**config.mk**
```make
export PLATFORM = sky130hd
export DESIGN_NAME = reset_cause_and_brownout_control
export DESIGN_NICKNAME = d
export VERILOG_FILES = /design/src/rcc_pkg.sv /design/src/power_up_timer_if.sv /design/src/level_qualifier.sv /design/src/power_up_timer.sv /design/src/reset_cause_and_brownout_control.sv
export VERILOG_INCLUDE_DIRS = /design/src
export SDC_FILE = /design/constraint.sdc
export NUM_CORES = 1
export LEC_CHECK = 0
export BUFFER_PORTS_ARGS = -buffer_cell sky130_fd_sc_hd__buf_2
export CAP_MARGIN = 15
export CORE_ASPECT_RATIO = 0.8
export CORE_MARGIN = 5
export CORE_UTILIZATION = 50
export CTS_CLUSTER_SIZE = 25
export DETAILED_ROUTE_END_ITERATION = 12
export GPL_TIMING_DRIVEN = 0
export PLACE_DENSITY_LB_ADDON = 0.25
export SYNTH_ARGS = -nofsm -noshare
export SYNTH_HDL_FRONTEND = slang
export SYNTH_SLANG_ARGS = --single-unit
```
**constraint.sdc**
```tcl
create_clock -name clk_i -period 2.2 [get_ports clk_i]
set_input_delay 0.44 -clock clk_i [delete_from_list [all_inputs] [get_ports clk_i]]
set_output_delay 0.44 -clock clk_i [all_outputs]
set_load 0.005 [all_outputs]
```
**src/rcc_defs.svh**
```systemverilog
`ifndef RCC_DEFS_SVH
`define RCC_DEFS_SVH

// register map (byte address of the single word)
`define RCC_REG_OFFSET        8'h00
`define RCC_WORD_BITS         2

// reset_cause_control bit positions
`define RCC_BIT_PRIO_EN       7
`define RCC_BIT_SOFT_BOR_EN   6
`define RCC_BIT_UNUSED        5
`define RCC_BIT_RESET_INSTR   4
`define RCC_BIT_WDT_TIMEOUT   3
`define RCC_BIT_POWERDOWN     2
`define RCC_BIT_POWERON       1
`define RCC_BIT_BROWNOUT      0

// values loaded by a power-on or brown-out reset
`define RCC_RST_PRIO_EN       1'b0
`define RCC_RST_RESET_INSTR   1'b1
`define RCC_RST_WDT_TIMEOUT   1'b1
`define RCC_RST_POWERDOWN     1'b1
`define RCC_RST_POWERON       1'b0
`define RCC_RST_BROWNOUT      1'b0

// brownout_mode_field position in brownout_config_byte and its codes
`define BOR_MODE_MSB          2
`define BOR_MODE_LSB          1
`define BOR_MODE_OFF          2'h0
`define BOR_MODE_SOFT         2'h1
`define BOR_MODE_NOSLEEP      2'h2
`define BOR_MODE_ALWAYS       2'h3

// timing
`define CLK_PERIOD_NS         100
`define MASTER_CLEAR_PIN_N_FILTER_NS        2000
`define MASTER_CLEAR_PIN_N_FILTER_CYC       ((`MASTER_CLEAR_PIN_N_FILTER_NS + `CLK_PERIOD_NS - 1) / `CLK_PERIOD_NS)
`define BOR_QUALIFY_NS        3000
`define BOR_QUALIFY_CYC       ((`BOR_QUALIFY_NS + `CLK_PERIOD_NS - 1) / `CLK_PERIOD_NS)
`define LFOSC_PERIOD_NS       32000
`define LFOSC_TICK_CYC        (`LFOSC_PERIOD_NS / `CLK_PERIOD_NS)
`define POWER_UP_TIMER_PERIODS          2048

`endif

```
**src/rcc_pkg.sv**
```systemverilog
package rcc_pkg;
    typedef logic [7:0] cfg_byte_t;
    typedef logic [1:0] bor_mode_t;
    // reset sequencer: supply resets, then the power-up timer, then run
    typedef enum logic [1:0] {
        S_POWERON,
        S_BROWNOUT,
        S_TIMER,
        S_RUN
    } seq_state_t;
endpackage

```
**src/power_up_timer_if.sv**
```systemverilog
interface power_up_timer_if;
    logic restart;
    logic enable;
    logic busy;
    modport ctrl  (output restart, output enable, input busy);
    modport timer (input restart, input enable, output busy);
endinterface

```
**src/level_qualifier.sv**
```systemverilog
module level_qualifier #(
    parameter int   LIMIT = 1,
    parameter logic INIT  = 1'b0
) (
    input  wire logic clk_i,
    input  wire logic rst_i,
    input  wire logic raw_i,
    output logic      level_o
);
    logic       meta_r;
    logic       sync_r;
    logic       level_r;
    logic [7:0] cnt_r;

    // two-flop synchroniser; meta_r is read by sync_r only
    always_ff @(posedge clk_i) begin
        if (rst_i) begin
            meta_r <= INIT;
            sync_r <= INIT;
        end else begin
            meta_r <= raw_i;
            sync_r <= meta_r;
        end
    end

    // a new level must stand LIMIT cycles; shorter pulses are dropped
    always_ff @(posedge clk_i) begin
        if (rst_i) begin
            level_r <= INIT;
            cnt_r   <= 8'h00;
        end else if (sync_r == level_r) begin
            cnt_r <= 8'h00;
        end else if (cnt_r == 8'(LIMIT - 1)) begin
            level_r <= sync_r;
            cnt_r   <= 8'h00;
        end else begin
            cnt_r <= cnt_r + 8'h01;
        end
    end

    assign level_o = level_r;
endmodule

```
**src/power_up_timer.sv**
```systemverilog
`include "rcc_defs.svh"
module power_up_timer #(
    parameter int PERIODS = `POWER_UP_TIMER_PERIODS
) (
    input  wire logic clk_i,
    input  wire logic rst_i,
    power_up_timer_if.timer     tif
);
    logic [8:0]  tick_r;
    logic [10:0] period_r;
    logic        busy_r;
    logic        tick_done;

    // low_freq_internal_osc period as a core-clock divider
    assign tick_done = (tick_r == 9'(`LFOSC_TICK_CYC - 1));

    // 11-bit period counter; restart holds it at zero
    always_ff @(posedge clk_i) begin
        if (rst_i || tif.restart) begin
            tick_r   <= 9'h000;
            period_r <= 11'h000;
        end else if (busy_r) begin
            tick_r <= tick_done ? 9'h000 : tick_r + 9'h001;
            if (tick_done) begin
                period_r <= period_r + 11'h001;
            end
        end
    end

    // busy from restart (only when enabled) until the last period ends
    always_ff @(posedge clk_i) begin
        if (rst_i) begin
            busy_r <= 1'b0;
        end else if (tif.restart) begin
            busy_r <= tif.enable;
        end else if (busy_r && tick_done && period_r == 11'(PERIODS - 1)) begin
            busy_r <= 1'b0;
        end
    end

    assign tif.busy = busy_r;
endmodule

```
**src/reset_cause_and_brownout_control.sv**
```systemverilog
// Behaviour
// - low five bits of the register record which reset last happened
// - bit 7 enables interrupt priority levels; zero gives single-level mode
// - bit 6 switches brown-out detection only in soft mode, else reads zero
// - reset loads bit 6 with one when config bits [2:1] equal 01
// - bit 4 clears on reset instruction; power-on or software sets it
// - bit 3 read-only; watchdog time-out clears, power-up/clear/sleep set
// - bit 2 read-only; sleep clears it, power-up or watchdog clear sets
// - bit 1 clears on every power-on reset; only software sets it
// - bit 0 clears on brown-out or power-on reset; only software sets it
// - power-on/brown-out values: 1,1,1,0 and brown-out 0; bit 5 reads 0
// - master clear held low resets; filter drops short pulses; pull-up on
// - the master clear pin is never driven by any internal reset
// - master clear disabled means the pin is just a digital input
// - brown-out detection off when mode is 00; holds reset while low
// - power-up timer starts after supply recovers; new brown-out restarts it
// - brown-out enable and power-up timer enable are independent
// - brown-out detector rearms power-on logic below its operating range
// - mode 10 enables detection except during sleep
// - mode 11 enables detection permanently
// - power-up timer counts 2048 low-frequency periods, holding reset
//
// Decided for this implementation: the placing of the registers and the Wishbone slave port.
`include "rcc_defs.svh"
module reset_cause_and_brownout_control #(
    parameter int POWER_UP_TIMER_PERIODS = `POWER_UP_TIMER_PERIODS
) (
    input  wire logic              clk_i,
    input  wire logic              rst_i,
    // classic wishbone slave
    input  wire logic              wb_cyc_i,
    input  wire logic              wb_stb_i,
    input  wire logic              wb_we_i,
    input  wire logic [7:0]        wb_adr_i,
    input  wire logic [3:0]        wb_sel_i,
    input  wire logic [31:0]       wb_dat_i,
    output logic      [31:0]       wb_dat_o,
    output logic                   wb_ack_o,
    // analog monitors, asynchronous
    input  wire logic              por_pulse_i,
    input  wire logic              supply_below_bor_i,
    input  wire logic              supply_below_bor_range_i,
    input  wire logic              master_clear_pin_n_i,
    // core events, same clock
    input  wire logic              watchdog_timeout_i,
    input  wire logic              reset_instr_i,
    input  wire logic              watchdog_clear_instruction_i,
    input  wire logic              sleep_instr_i,
    input  wire logic              sleep_mode_i,
    // configuration fuses
    input  wire rcc_pkg::cfg_byte_t brownout_config_byte_i,
    input  wire logic              master_clear_input_enable_i,
    input  wire logic              power_up_timer_enable_i,
    // outputs
    output logic                   device_reset_o,
    output logic                   priority_levels_enable_o,
    output logic                   brownout_detect_enable_o,
    output logic                   master_clear_pullup_en_o,
    output logic                   master_clear_digital_o
);
    import rcc_pkg::*;

    seq_state_t state_r;
    seq_state_t state_nxt;
    bor_mode_t  brownout_mode_field;
    logic       por_q;
    logic       bor_low_q;
    logic       range_low_q;
    logic       master_clear_pin_n_q;
    logic       por_act;
    logic       bor_act;
    logic       master_clear_pin_n_act;
    logic       int_reset;
    logic       bor_en_nxt;
    logic       bor_en_r;
    logic       ack_r;
    logic [31:0] dat_r;
    logic       req;
    logic       hit;
    logic       bus_write;
    logic       prio_en_r;
    logic       soft_bor_en_r;
    logic       reset_instr_flag_n_r;
    logic       watchdog_timeout_flag_n_r;
    logic       powerdown_flag_n_r;
    logic       poweron_flag_n_r;
    logic       brownout_flag_n_r;
    logic [7:0] rcc_read;
    logic       device_reset_r;
    logic       pullup_r;
    logic       master_clear_pin_n_dig_r;
    power_up_timer_if     ptif ();

    assign brownout_mode_field = brownout_config_byte_i[`BOR_MODE_MSB:`BOR_MODE_LSB];

    // asynchronous monitors pass two flops; pin and brown-out are qualified
    level_qualifier #(.LIMIT(1), .INIT(1'b0)) u_por_q (
        .clk_i   (clk_i),
        .rst_i   (rst_i),
        .raw_i   (por_pulse_i),
        .level_o (por_q)
    );
    level_qualifier #(.LIMIT(`BOR_QUALIFY_CYC), .INIT(1'b0)) u_bor_q (
        .clk_i   (clk_i),
        .rst_i   (rst_i),
        .raw_i   (supply_below_bor_i),
        .level_o (bor_low_q)
    );
    level_qualifier #(.LIMIT(1), .INIT(1'b0)) u_range_q (
        .clk_i   (clk_i),
        .rst_i   (rst_i),
        .raw_i   (supply_below_bor_range_i),
        .level_o (range_low_q)
    );
    level_qualifier #(.LIMIT(`MASTER_CLEAR_PIN_N_FILTER_CYC), .INIT(1'b1)) u_master_clear_pin_n_q (
        .clk_i   (clk_i),
        .rst_i   (rst_i),
        .raw_i   (master_clear_pin_n_i),
        .level_o (master_clear_pin_n_q)
    );

    power_up_timer #(.PERIODS(POWER_UP_TIMER_PERIODS)) u_power_up_timer (
        .clk_i (clk_i),
        .rst_i (rst_i),
        .tif   (ptif)
    );

    // reset sources; the detector rearms power-on below its range
    assign por_act   = por_q || (bor_en_r && range_low_q);
    assign bor_act   = bor_en_r && bor_low_q && !por_act;
    assign master_clear_pin_n_act  = master_clear_input_enable_i && !master_clear_pin_n_q;
    assign int_reset = (state_r != S_RUN) || master_clear_pin_n_act
                       || watchdog_timeout_i || reset_instr_i;

    // timer held in restart during supply resets; enable is its own fuse
    assign ptif.restart = (state_r == S_POWERON) || (state_r == S_BROWNOUT);
    assign ptif.enable  = power_up_timer_enable_i;

    // reset sequencer
    always_comb begin
        state_nxt = state_r;
        case (state_r)
            S_POWERON:  state_nxt = por_act ? S_POWERON : (bor_act ? S_BROWNOUT : S_TIMER);
            S_BROWNOUT: state_nxt = bor_act ? S_BROWNOUT : S_TIMER;
            S_TIMER:    state_nxt = ptif.busy ? S_TIMER : S_RUN;
            S_RUN:      state_nxt = S_RUN;
            default:    state_nxt = S_POWERON;
        endcase
        if (por_act) begin
            state_nxt = S_POWERON;
        end else if (bor_act) begin
            state_nxt = S_BROWNOUT;
        end
    end

    always_ff @(posedge clk_i) begin
        if (rst_i) begin
            state_r <= S_POWERON;
        end else begin
            state_r <= state_nxt;
        end
    end

    // detector enable per mode; soft mode follows bit 6, mode 10 drops in sleep
    always_comb begin
        case (brownout_mode_field)
            `BOR_MODE_OFF:     bor_en_nxt = 1'b0;
            `BOR_MODE_SOFT:    bor_en_nxt = soft_bor_en_r;
            `BOR_MODE_NOSLEEP: bor_en_nxt = !sleep_mode_i;
            `BOR_MODE_ALWAYS:  bor_en_nxt = 1'b1;
            default:           bor_en_nxt = 1'b0;
        endcase
    end

    always_ff @(posedge clk_i) begin
        if (rst_i) begin
            bor_en_r <= 1'b0;
        end else begin
            bor_en_r <= bor_en_nxt;
        end
    end

    // single-cycle ack one edge after the request; a write lands on the next edge, where ack is sampled high
    assign req       = wb_cyc_i && wb_stb_i;
    assign hit       = (wb_adr_i[7:`RCC_WORD_BITS] == 6'(`RCC_REG_OFFSET >> `RCC_WORD_BITS));
    assign bus_write = req && ack_r && wb_we_i && hit && wb_sel_i[0];

    always_ff @(posedge clk_i) begin
        if (rst_i) begin
            ack_r <= 1'b0;
        end else begin
            ack_r <= req && !ack_r;
        end
    end

    // unmapped words read as zero and ignore writes
    always_ff @(posedge clk_i) begin
        if (rst_i) begin
            dat_r <= 32'h0000_0000;
        end else if (req && !ack_r) begin
            dat_r <= hit ? {24'h00_0000, rcc_read} : 32'h0000_0000;
        end
    end

    // bit 6 only reads back in soft mode; bit 5 is always zero
    always_comb begin
        rcc_read = 8'h00;
        rcc_read[`RCC_BIT_PRIO_EN]     = prio_en_r;
        rcc_read[`RCC_BIT_SOFT_BOR_EN] = soft_bor_en_r
                                         && brownout_mode_field == `BOR_MODE_SOFT;
        rcc_read[`RCC_BIT_UNUSED]      = 1'b0;
        rcc_read[`RCC_BIT_RESET_INSTR] = reset_instr_flag_n_r;
        rcc_read[`RCC_BIT_WDT_TIMEOUT] = watchdog_timeout_flag_n_r;
        rcc_read[`RCC_BIT_POWERDOWN]   = powerdown_flag_n_r;
        rcc_read[`RCC_BIT_POWERON]     = poweron_flag_n_r;
        rcc_read[`RCC_BIT_BROWNOUT]    = brownout_flag_n_r;
    end

    // cause flags: software write first, hardware events after it so that
    // an event landing on the write edge is never lost
    always_ff @(posedge clk_i) begin
        if (rst_i || por_act) begin
            prio_en_r                 <= `RCC_RST_PRIO_EN;
            soft_bor_en_r             <= (brownout_mode_field == `BOR_MODE_SOFT);
            reset_instr_flag_n_r      <= `RCC_RST_RESET_INSTR;
            watchdog_timeout_flag_n_r <= `RCC_RST_WDT_TIMEOUT;
            powerdown_flag_n_r        <= `RCC_RST_POWERDOWN;
            poweron_flag_n_r          <= `RCC_RST_POWERON;
            brownout_flag_n_r         <= `RCC_RST_BROWNOUT;
        end else begin
            if (bus_write) begin
                prio_en_r            <= wb_dat_i[`RCC_BIT_PRIO_EN];
                if (brownout_mode_field == `BOR_MODE_SOFT) begin
                    soft_bor_en_r <= wb_dat_i[`RCC_BIT_SOFT_BOR_EN];
                end
                reset_instr_flag_n_r <= wb_dat_i[`RCC_BIT_RESET_INSTR];
                poweron_flag_n_r     <= wb_dat_i[`RCC_BIT_POWERON];
                brownout_flag_n_r    <= wb_dat_i[`RCC_BIT_BROWNOUT];
                // watchdog and power-down positions are not written
            end
            if (bor_act) begin
                brownout_flag_n_r         <= 1'b0;
                reset_instr_flag_n_r      <= `RCC_RST_RESET_INSTR;
                watchdog_timeout_flag_n_r <= `RCC_RST_WDT_TIMEOUT;
                powerdown_flag_n_r        <= `RCC_RST_POWERDOWN;
                soft_bor_en_r             <= (brownout_mode_field == `BOR_MODE_SOFT);
            end
            if (int_reset) begin
                prio_en_r <= 1'b0;
            end
            if (watchdog_clear_instruction_i) begin
                watchdog_timeout_flag_n_r <= 1'b1;
                powerdown_flag_n_r        <= 1'b1;
            end
            if (sleep_instr_i) begin
                watchdog_timeout_flag_n_r <= 1'b1;
                powerdown_flag_n_r        <= 1'b0;
            end
            if (watchdog_timeout_i) begin
                watchdog_timeout_flag_n_r <= 1'b0;
            end
            if (reset_instr_i) begin
                reset_instr_flag_n_r <= 1'b0;
            end
        end
    end

    // registered outputs; the pin has no driver at all, only a pull-up
    always_ff @(posedge clk_i) begin
        if (rst_i) begin
            device_reset_r <= 1'b1;
            pullup_r       <= 1'b1;
            master_clear_pin_n_dig_r     <= 1'b1;
        end else begin
            device_reset_r <= int_reset;
            pullup_r       <= master_clear_input_enable_i;
            master_clear_pin_n_dig_r     <= master_clear_pin_n_q;
        end
    end

    assign wb_ack_o                 = ack_r;
    assign wb_dat_o                 = dat_r;
    assign device_reset_o           = device_reset_r;
    assign priority_levels_enable_o = prio_en_r;
    assign brownout_detect_enable_o = bor_en_r;
    assign master_clear_pullup_en_o = pullup_r;
    assign master_clear_digital_o   = master_clear_pin_n_dig_r;

    a_por_flags_load: assert property (@(posedge clk_i) disable iff (rst_i)
        por_act |=> !poweron_flag_n_r && !brownout_flag_n_r && reset_instr_flag_n_r
                    && watchdog_timeout_flag_n_r && powerdown_flag_n_r && !prio_en_r)
        else $error("power-on flag values wrong");
    a_wdt_clears_flag: assert property (@(posedge clk_i) disable iff (rst_i)
        watchdog_timeout_i && !por_act |=> !watchdog_timeout_flag_n_r)
        else $error("watchdog time-out flag not cleared");
    a_sleep_clears_pd: assert property (@(posedge clk_i) disable iff (rst_i)
        sleep_instr_i && !por_act && !bor_act && !watchdog_clear_instruction_i
        |=> !powerdown_flag_n_r)
        else $error("power-down flag not cleared by sleep");
    a_instr_clears_ri: assert property (@(posedge clk_i) disable iff (rst_i)
        reset_instr_i && !por_act
        |=> !reset_instr_flag_n_r && device_reset_o)
        else $error("reset instruction flag not cleared");
    a_bor_flag_clear: assert property (@(posedge clk_i) disable iff (rst_i)
        bor_act |=> !brownout_flag_n_r && state_r == S_BROWNOUT)
        else $error("brown-out did not clear flag or enter reset");
    a_soft_brownout_enable_reads_zero: assert property (@(posedge clk_i) disable iff (rst_i)
        req && !ack_r && hit && brownout_mode_field != `BOR_MODE_SOFT
        |=> wb_ack_o && wb_dat_o[`RCC_BIT_SOFT_BOR_EN] == 1'b0)
        else $error("soft brown-out bit read non-zero outside soft mode");
    a_bor_enable_map: assert property (@(posedge clk_i) disable iff (rst_i)
        !rst_i |=> brownout_detect_enable_o == ($past(brownout_mode_field) == `BOR_MODE_ALWAYS
        || ($past(brownout_mode_field) == `BOR_MODE_NOSLEEP && !$past(sleep_mode_i))
        || ($past(brownout_mode_field) == `BOR_MODE_SOFT && $past(soft_bor_en_r))))
        else $error("brown-out detect enable does not follow mode");
    a_master_clear_pin_n_disabled: assert property (@(posedge clk_i) disable iff (rst_i)
        !master_clear_input_enable_i && state_r == S_RUN && !watchdog_timeout_i
        && !reset_instr_i |=> !device_reset_o)
        else $error("disabled master clear still resets");
    a_timer_holds_reset: assert property (@(posedge clk_i) disable iff (rst_i)
        state_r == S_TIMER |=> device_reset_o)
        else $error("reset released while power-up timer runs");
    a_ro_bits_kept: assert property (@(posedge clk_i) disable iff (rst_i)
        bus_write && !por_act && !bor_act && !watchdog_timeout_i && !sleep_instr_i
        && !watchdog_clear_instruction_i
        |=> $stable(watchdog_timeout_flag_n_r) && $stable(powerdown_flag_n_r))
        else $error("write changed a read-only flag");
    a_ack_single: assert property (@(posedge clk_i) disable iff (rst_i)
        wb_ack_o |=> !wb_ack_o)
        else $error("ack held longer than one cycle");
endmodule

```
==> impl.org <==
** Floorplan
- Die height :: 86.8 microns
- For this configuration, the core starts out at a cell density of 0.505.
- In this run the core area contains 28 standard-cell rows.
- Num ports :: 106
- Full die area :: 9190 sq um
- Std-Cell Core Area :: 7290 sq um
- From left edge to right edge, the die measures 106 microns.

** Placement
- At the end of routability-driven placement, the weighted congestion stood at 0.779.
- HPWL after DPL :: 4980 microns
- Placed Area :: 4100 sq um
- Number of buffers inserted by port buffering :: 42

** Routing
- The first detailed-routing pass ran for 4 iterations.
- Number of violations reported at the end of detailed-routing iteration 0 :: 96
- Number of remaining DRC errors :: 0
- After detailed routing, the total wire length is 6870 microns.
- In this run the remaining antenna-violating nets after routing total 0.
- Using the TritonRoute via totals, the vias-per-cell ratio works out to 4.91.
- Total number of vias :: 2892
- Post-DR wirelength/cell :: 11.7 microns

** Run status
- Result of the run :: complete, no violations

** Yosys
- Dividing the synthesized area by the synthesized cell count gives 8.83 sq um.
- For this run, the number of Yosys warnings is 0.
- The netlist uses 38 different library cells.
- The share of the Yosys chip area taken by registers is 0.470.
- The share of synthesized area in the top cell type comes to 0.462.
- Largest area contributor in the synthesized netlist :: dfxtp_1
- Counting every instance in the synthesized netlist gives 417.
- In this run the cell area of the synthesized design comes to 3680 sq um.
- Counting flops and latches in the post-synthesis netlist gives 86.
- Yosys attributes the largest share of cell area to dfxtp_1 46%, nor2_1 5.8%, buf_4 5.1%, xor2_1 4.5%, xnor2_1 4.3%.
- EDFF count, synth :: 1
- For this run, the leading register cell type out of synthesis is dfxtp_1.
- Share of flip-flops with an asynchronous set or reset after synthesis :: 0

** STA
- The smallest clock period supported by the final layout is computed as 2.06 ns.
- Setup repair after global routing missed its margin :: false
- Slew Limit Fails :: 0
- Slew at the pin closest to its max-slew limit :: 0.792 ns
- Highest achievable clock rate :: 486 MHz
- Relative max-transition margin :: 0.468
- Final worst clock skew :: 0.00677 ns
- Setup violations remaining at the end of the flow were counted as 0.
- Final hold viol count :: 0
- Final cycle utilization of the critical path :: 0.935
- After routing, the total negative slack on setup checks comes to 0 ns.

** Setup path
- At the worst endpoint, the required time is 2.48 ns.
- The critical path is of the flop to flop type.
- In this run the worst path has a maximum fanout of 8.
- Arrival time at the worst endpoint :: 2.34 ns
- Critical path's largest stage delay :: 0.53 ns
- STA classifies the critical path endpoint as a flop.
- Setup slack, reg-to-reg :: 0.14 ns
- R2R Path End :: u_power_up_timer.period_r[7]
- The critical path goes through ha_1 > nand3_2 > or4_1 > buf_2 > or3_1 > a21oi_1.
- Depth of the most critical reg-to-reg path :: 6
- Critical Path Start Type :: flop
- Master of the slowest instance on the critical path :: or4_1
- The worst register-to-register path begins at u_power_up_timer.tick_r[0].

** Global route
- The number of antenna violations at the first check in global routing is 0.
- Vias in the first global route :: 2661
- The first global-routing pass estimated 11600 microns of wire.
- For this run, the total global-route usage over all layers was measured as 0.157.
- Pin count of the biggest net entering global routing :: 14
- Total congestion overflow after global routing :: 0

** Worst hold path
- Hold-critical path endpoint :: u_master_clear_pin_n_q.meta_r
- In this run the most critical hold path is launched from master_clear_pin_n_i.
- Hold Path Stages :: 2
- Class of the tightest hold or removal check :: primary input to flop

** Finish
- Number of fill cells :: 672
- Share of cells above drive strength 1 :: 0.184
- The area growth from synthesis to layout is 17.6%.
- Antenna diode count :: 0
- Cell area after layout :: 4330 sq um
- After the last flow step, the layout net total stands at 571.

** Flow run
- Across the run, the number of max-cap violations was 0.

** Power and ir drop
- Power density over the cells :: 679 nW/um^2
- Overall power consumption after layout is estimated at 2.94 mW.
- Worst vdd ir :: 364 uV
- Summed over all cells, the static leakage comes to 1.75 nW.

** Clocking
- Clock-pin slew was measured on the worst setup and hold paths at 0.08 ns.
- Clock buffer count from CTS :: 9
- The later pin in the worst-skew pair is clocked with a latency of 0.35 ns.
- The root buffer cell chosen for the clock tree is clkbuf_8.
- TritonCTS built the clock tree.
- Longest Clk Path Bufs :: 2
- Number of H-tree branching levels :: 3
- Total clock sinks :: 86
-- cell type report --
class | instances | area [sq um] | area share
clock inverter | 4 | 70.1 | 0.0162
buffer | 35 | 228 | 0.0526
clock buffer | 12 | 145 | 0.0335
sequential | 86 | 1730 | 0.400
tap | 90 | 113 | 0.0260
timing repair buffer | 42 | 210 | 0.0485
inverter | 12 | 45.0 | 0.0104
multi-input combinational | 308 | 1790 | 0.413
-- repair_timing --
| action | 4_1_cts | 5_1_grt |
|---|---|---|
| buffers inserted | 0 | 0 |
| hold buffers | 0 | 0 |
| endpoints found under the setup margin | 8 | 11 |
| resized for setup | 1 | 2 |
-- cell usage after synthesis, types with 12 or more instances --
cell type	number
inv_1	12
nand2_1	28
dfxtp_1	85
buf_4	25
nor2_1	57
nand3_1	30
o21ai_0	14
xnor2_1	18
xor2_1	19
a21oi_1	21
-- metal layers --
metal  vias up  GRT usage  part of all wire
met5         -          0                 0
met4         0     0.0600             0.012
met3         8     0.0424             0.054
met2        58      0.256              0.45
met1      1308      0.200              0.49
li1       1518          -                 -
-- how the worst max path moves through the flow --
stage                                         start                               to  slack (ns)  cells after the start
finish                   u_power_up_timer.tick_r[0]     u_power_up_timer.period_r[7]        0.14                      6
global route        u_master_clear_pin_n_q.cnt_r[0]  u_master_clear_pin_n_q.cnt_r[3]       0.003                      6
CTS                 u_master_clear_pin_n_q.cnt_r[0]  u_master_clear_pin_n_q.cnt_r[6]        0.08                      6
detailed placement                      wb_adr_i[5]                    soft_bor_en_r       -0.07                      5
global placement                        wb_adr_i[5]                    soft_bor_en_r       -0.05                      5
floorplan                               wb_adr_i[5]                    soft_bor_en_r        0.12                      4
-- worst max-delay path, delay by kind of cell (launching register included) --
kind	cells	cell delay, ns
AOI/OAI and AO/OA	1	0.14
and+or+nand+nor	3	1.05
buffers and inverters	1	0.17
DFF	1	0.38
adders and majority gates	1	0.25
-- report_power, final --
group / internal (mW) / switching [mW]
logic: 0.0773 / 0.0734
registers: 1.58 / 0.0177
clock network: 0.668 / 0.522
total: 2.33 / 0.613
-- kinds of logic (layout without fill, tap and decap cells) --
logic type,Yosys count,in the layout,synth area share
AO/OA/AOI/OAI,42,42,0.0628
XOR/XNOR,37,37,0.0880
flip-flops,86,86,0.470
multiplexers,7,7,0.0190
AND/OR/NAND/NOR,188,188,0.254
buffers and inverters,47,105,0.0740
other,1,25,0.00102
adder cells (fa/ha/maj),9,9,0.0306
-- stage by stage --
stage,hold slack (ns),utilization,std cells,setup WS (ns)
CTS,0.277,0.593,589,0.0754
global route,0.280,0.594,589,0.00306
detailed placement,0.398,0.562,573,-0.0664
floorplan,0.387,-,441,0.117
global placement,0.393,0.562,573,-0.0550
finish,0.293,0.594,589,0.143
-- cell usage in the layout, fill, tap and decap left out, drive strengths merged --
cell type,n
or4,3
xor2,19
nand2b,3
nor4bb,1
nor3,11
nor2b,11
nor4b,3
o31ai,1
o21ai,14
or2,6
nand4,8
a211oi,1
xnor2,18
a22oi,1
nor2,57
buf,70
clkinv,2
nor4,4
bufinv,2
or3b,1
clkbuf,19
edfxtp,1
and4,1
and3,11
dfxtp,85
ha,9
nand2,28
or3,8
nand3,30
mux2i,7
a21o,1
a211o,2
nor3b,1
o32ai,1
conb,25
a21oi,21
inv,12
or4b,1
-- sequential cells by signal, indices dropped and copies added, names as in the netlist, 2 cells and up --
register                      flops
state_r                           2
u_bor_q.cnt_r                     8
u_master_clear_pin_n_q.cnt_r      8
u_por_q.cnt_r                     8
u_power_up_timer.period_r        11
u_power_up_timer.tick_r           9
u_range_q.cnt_r                   8
wb_dat_o                          7
No activity file was read; power rests on OpenSTA's default activity.
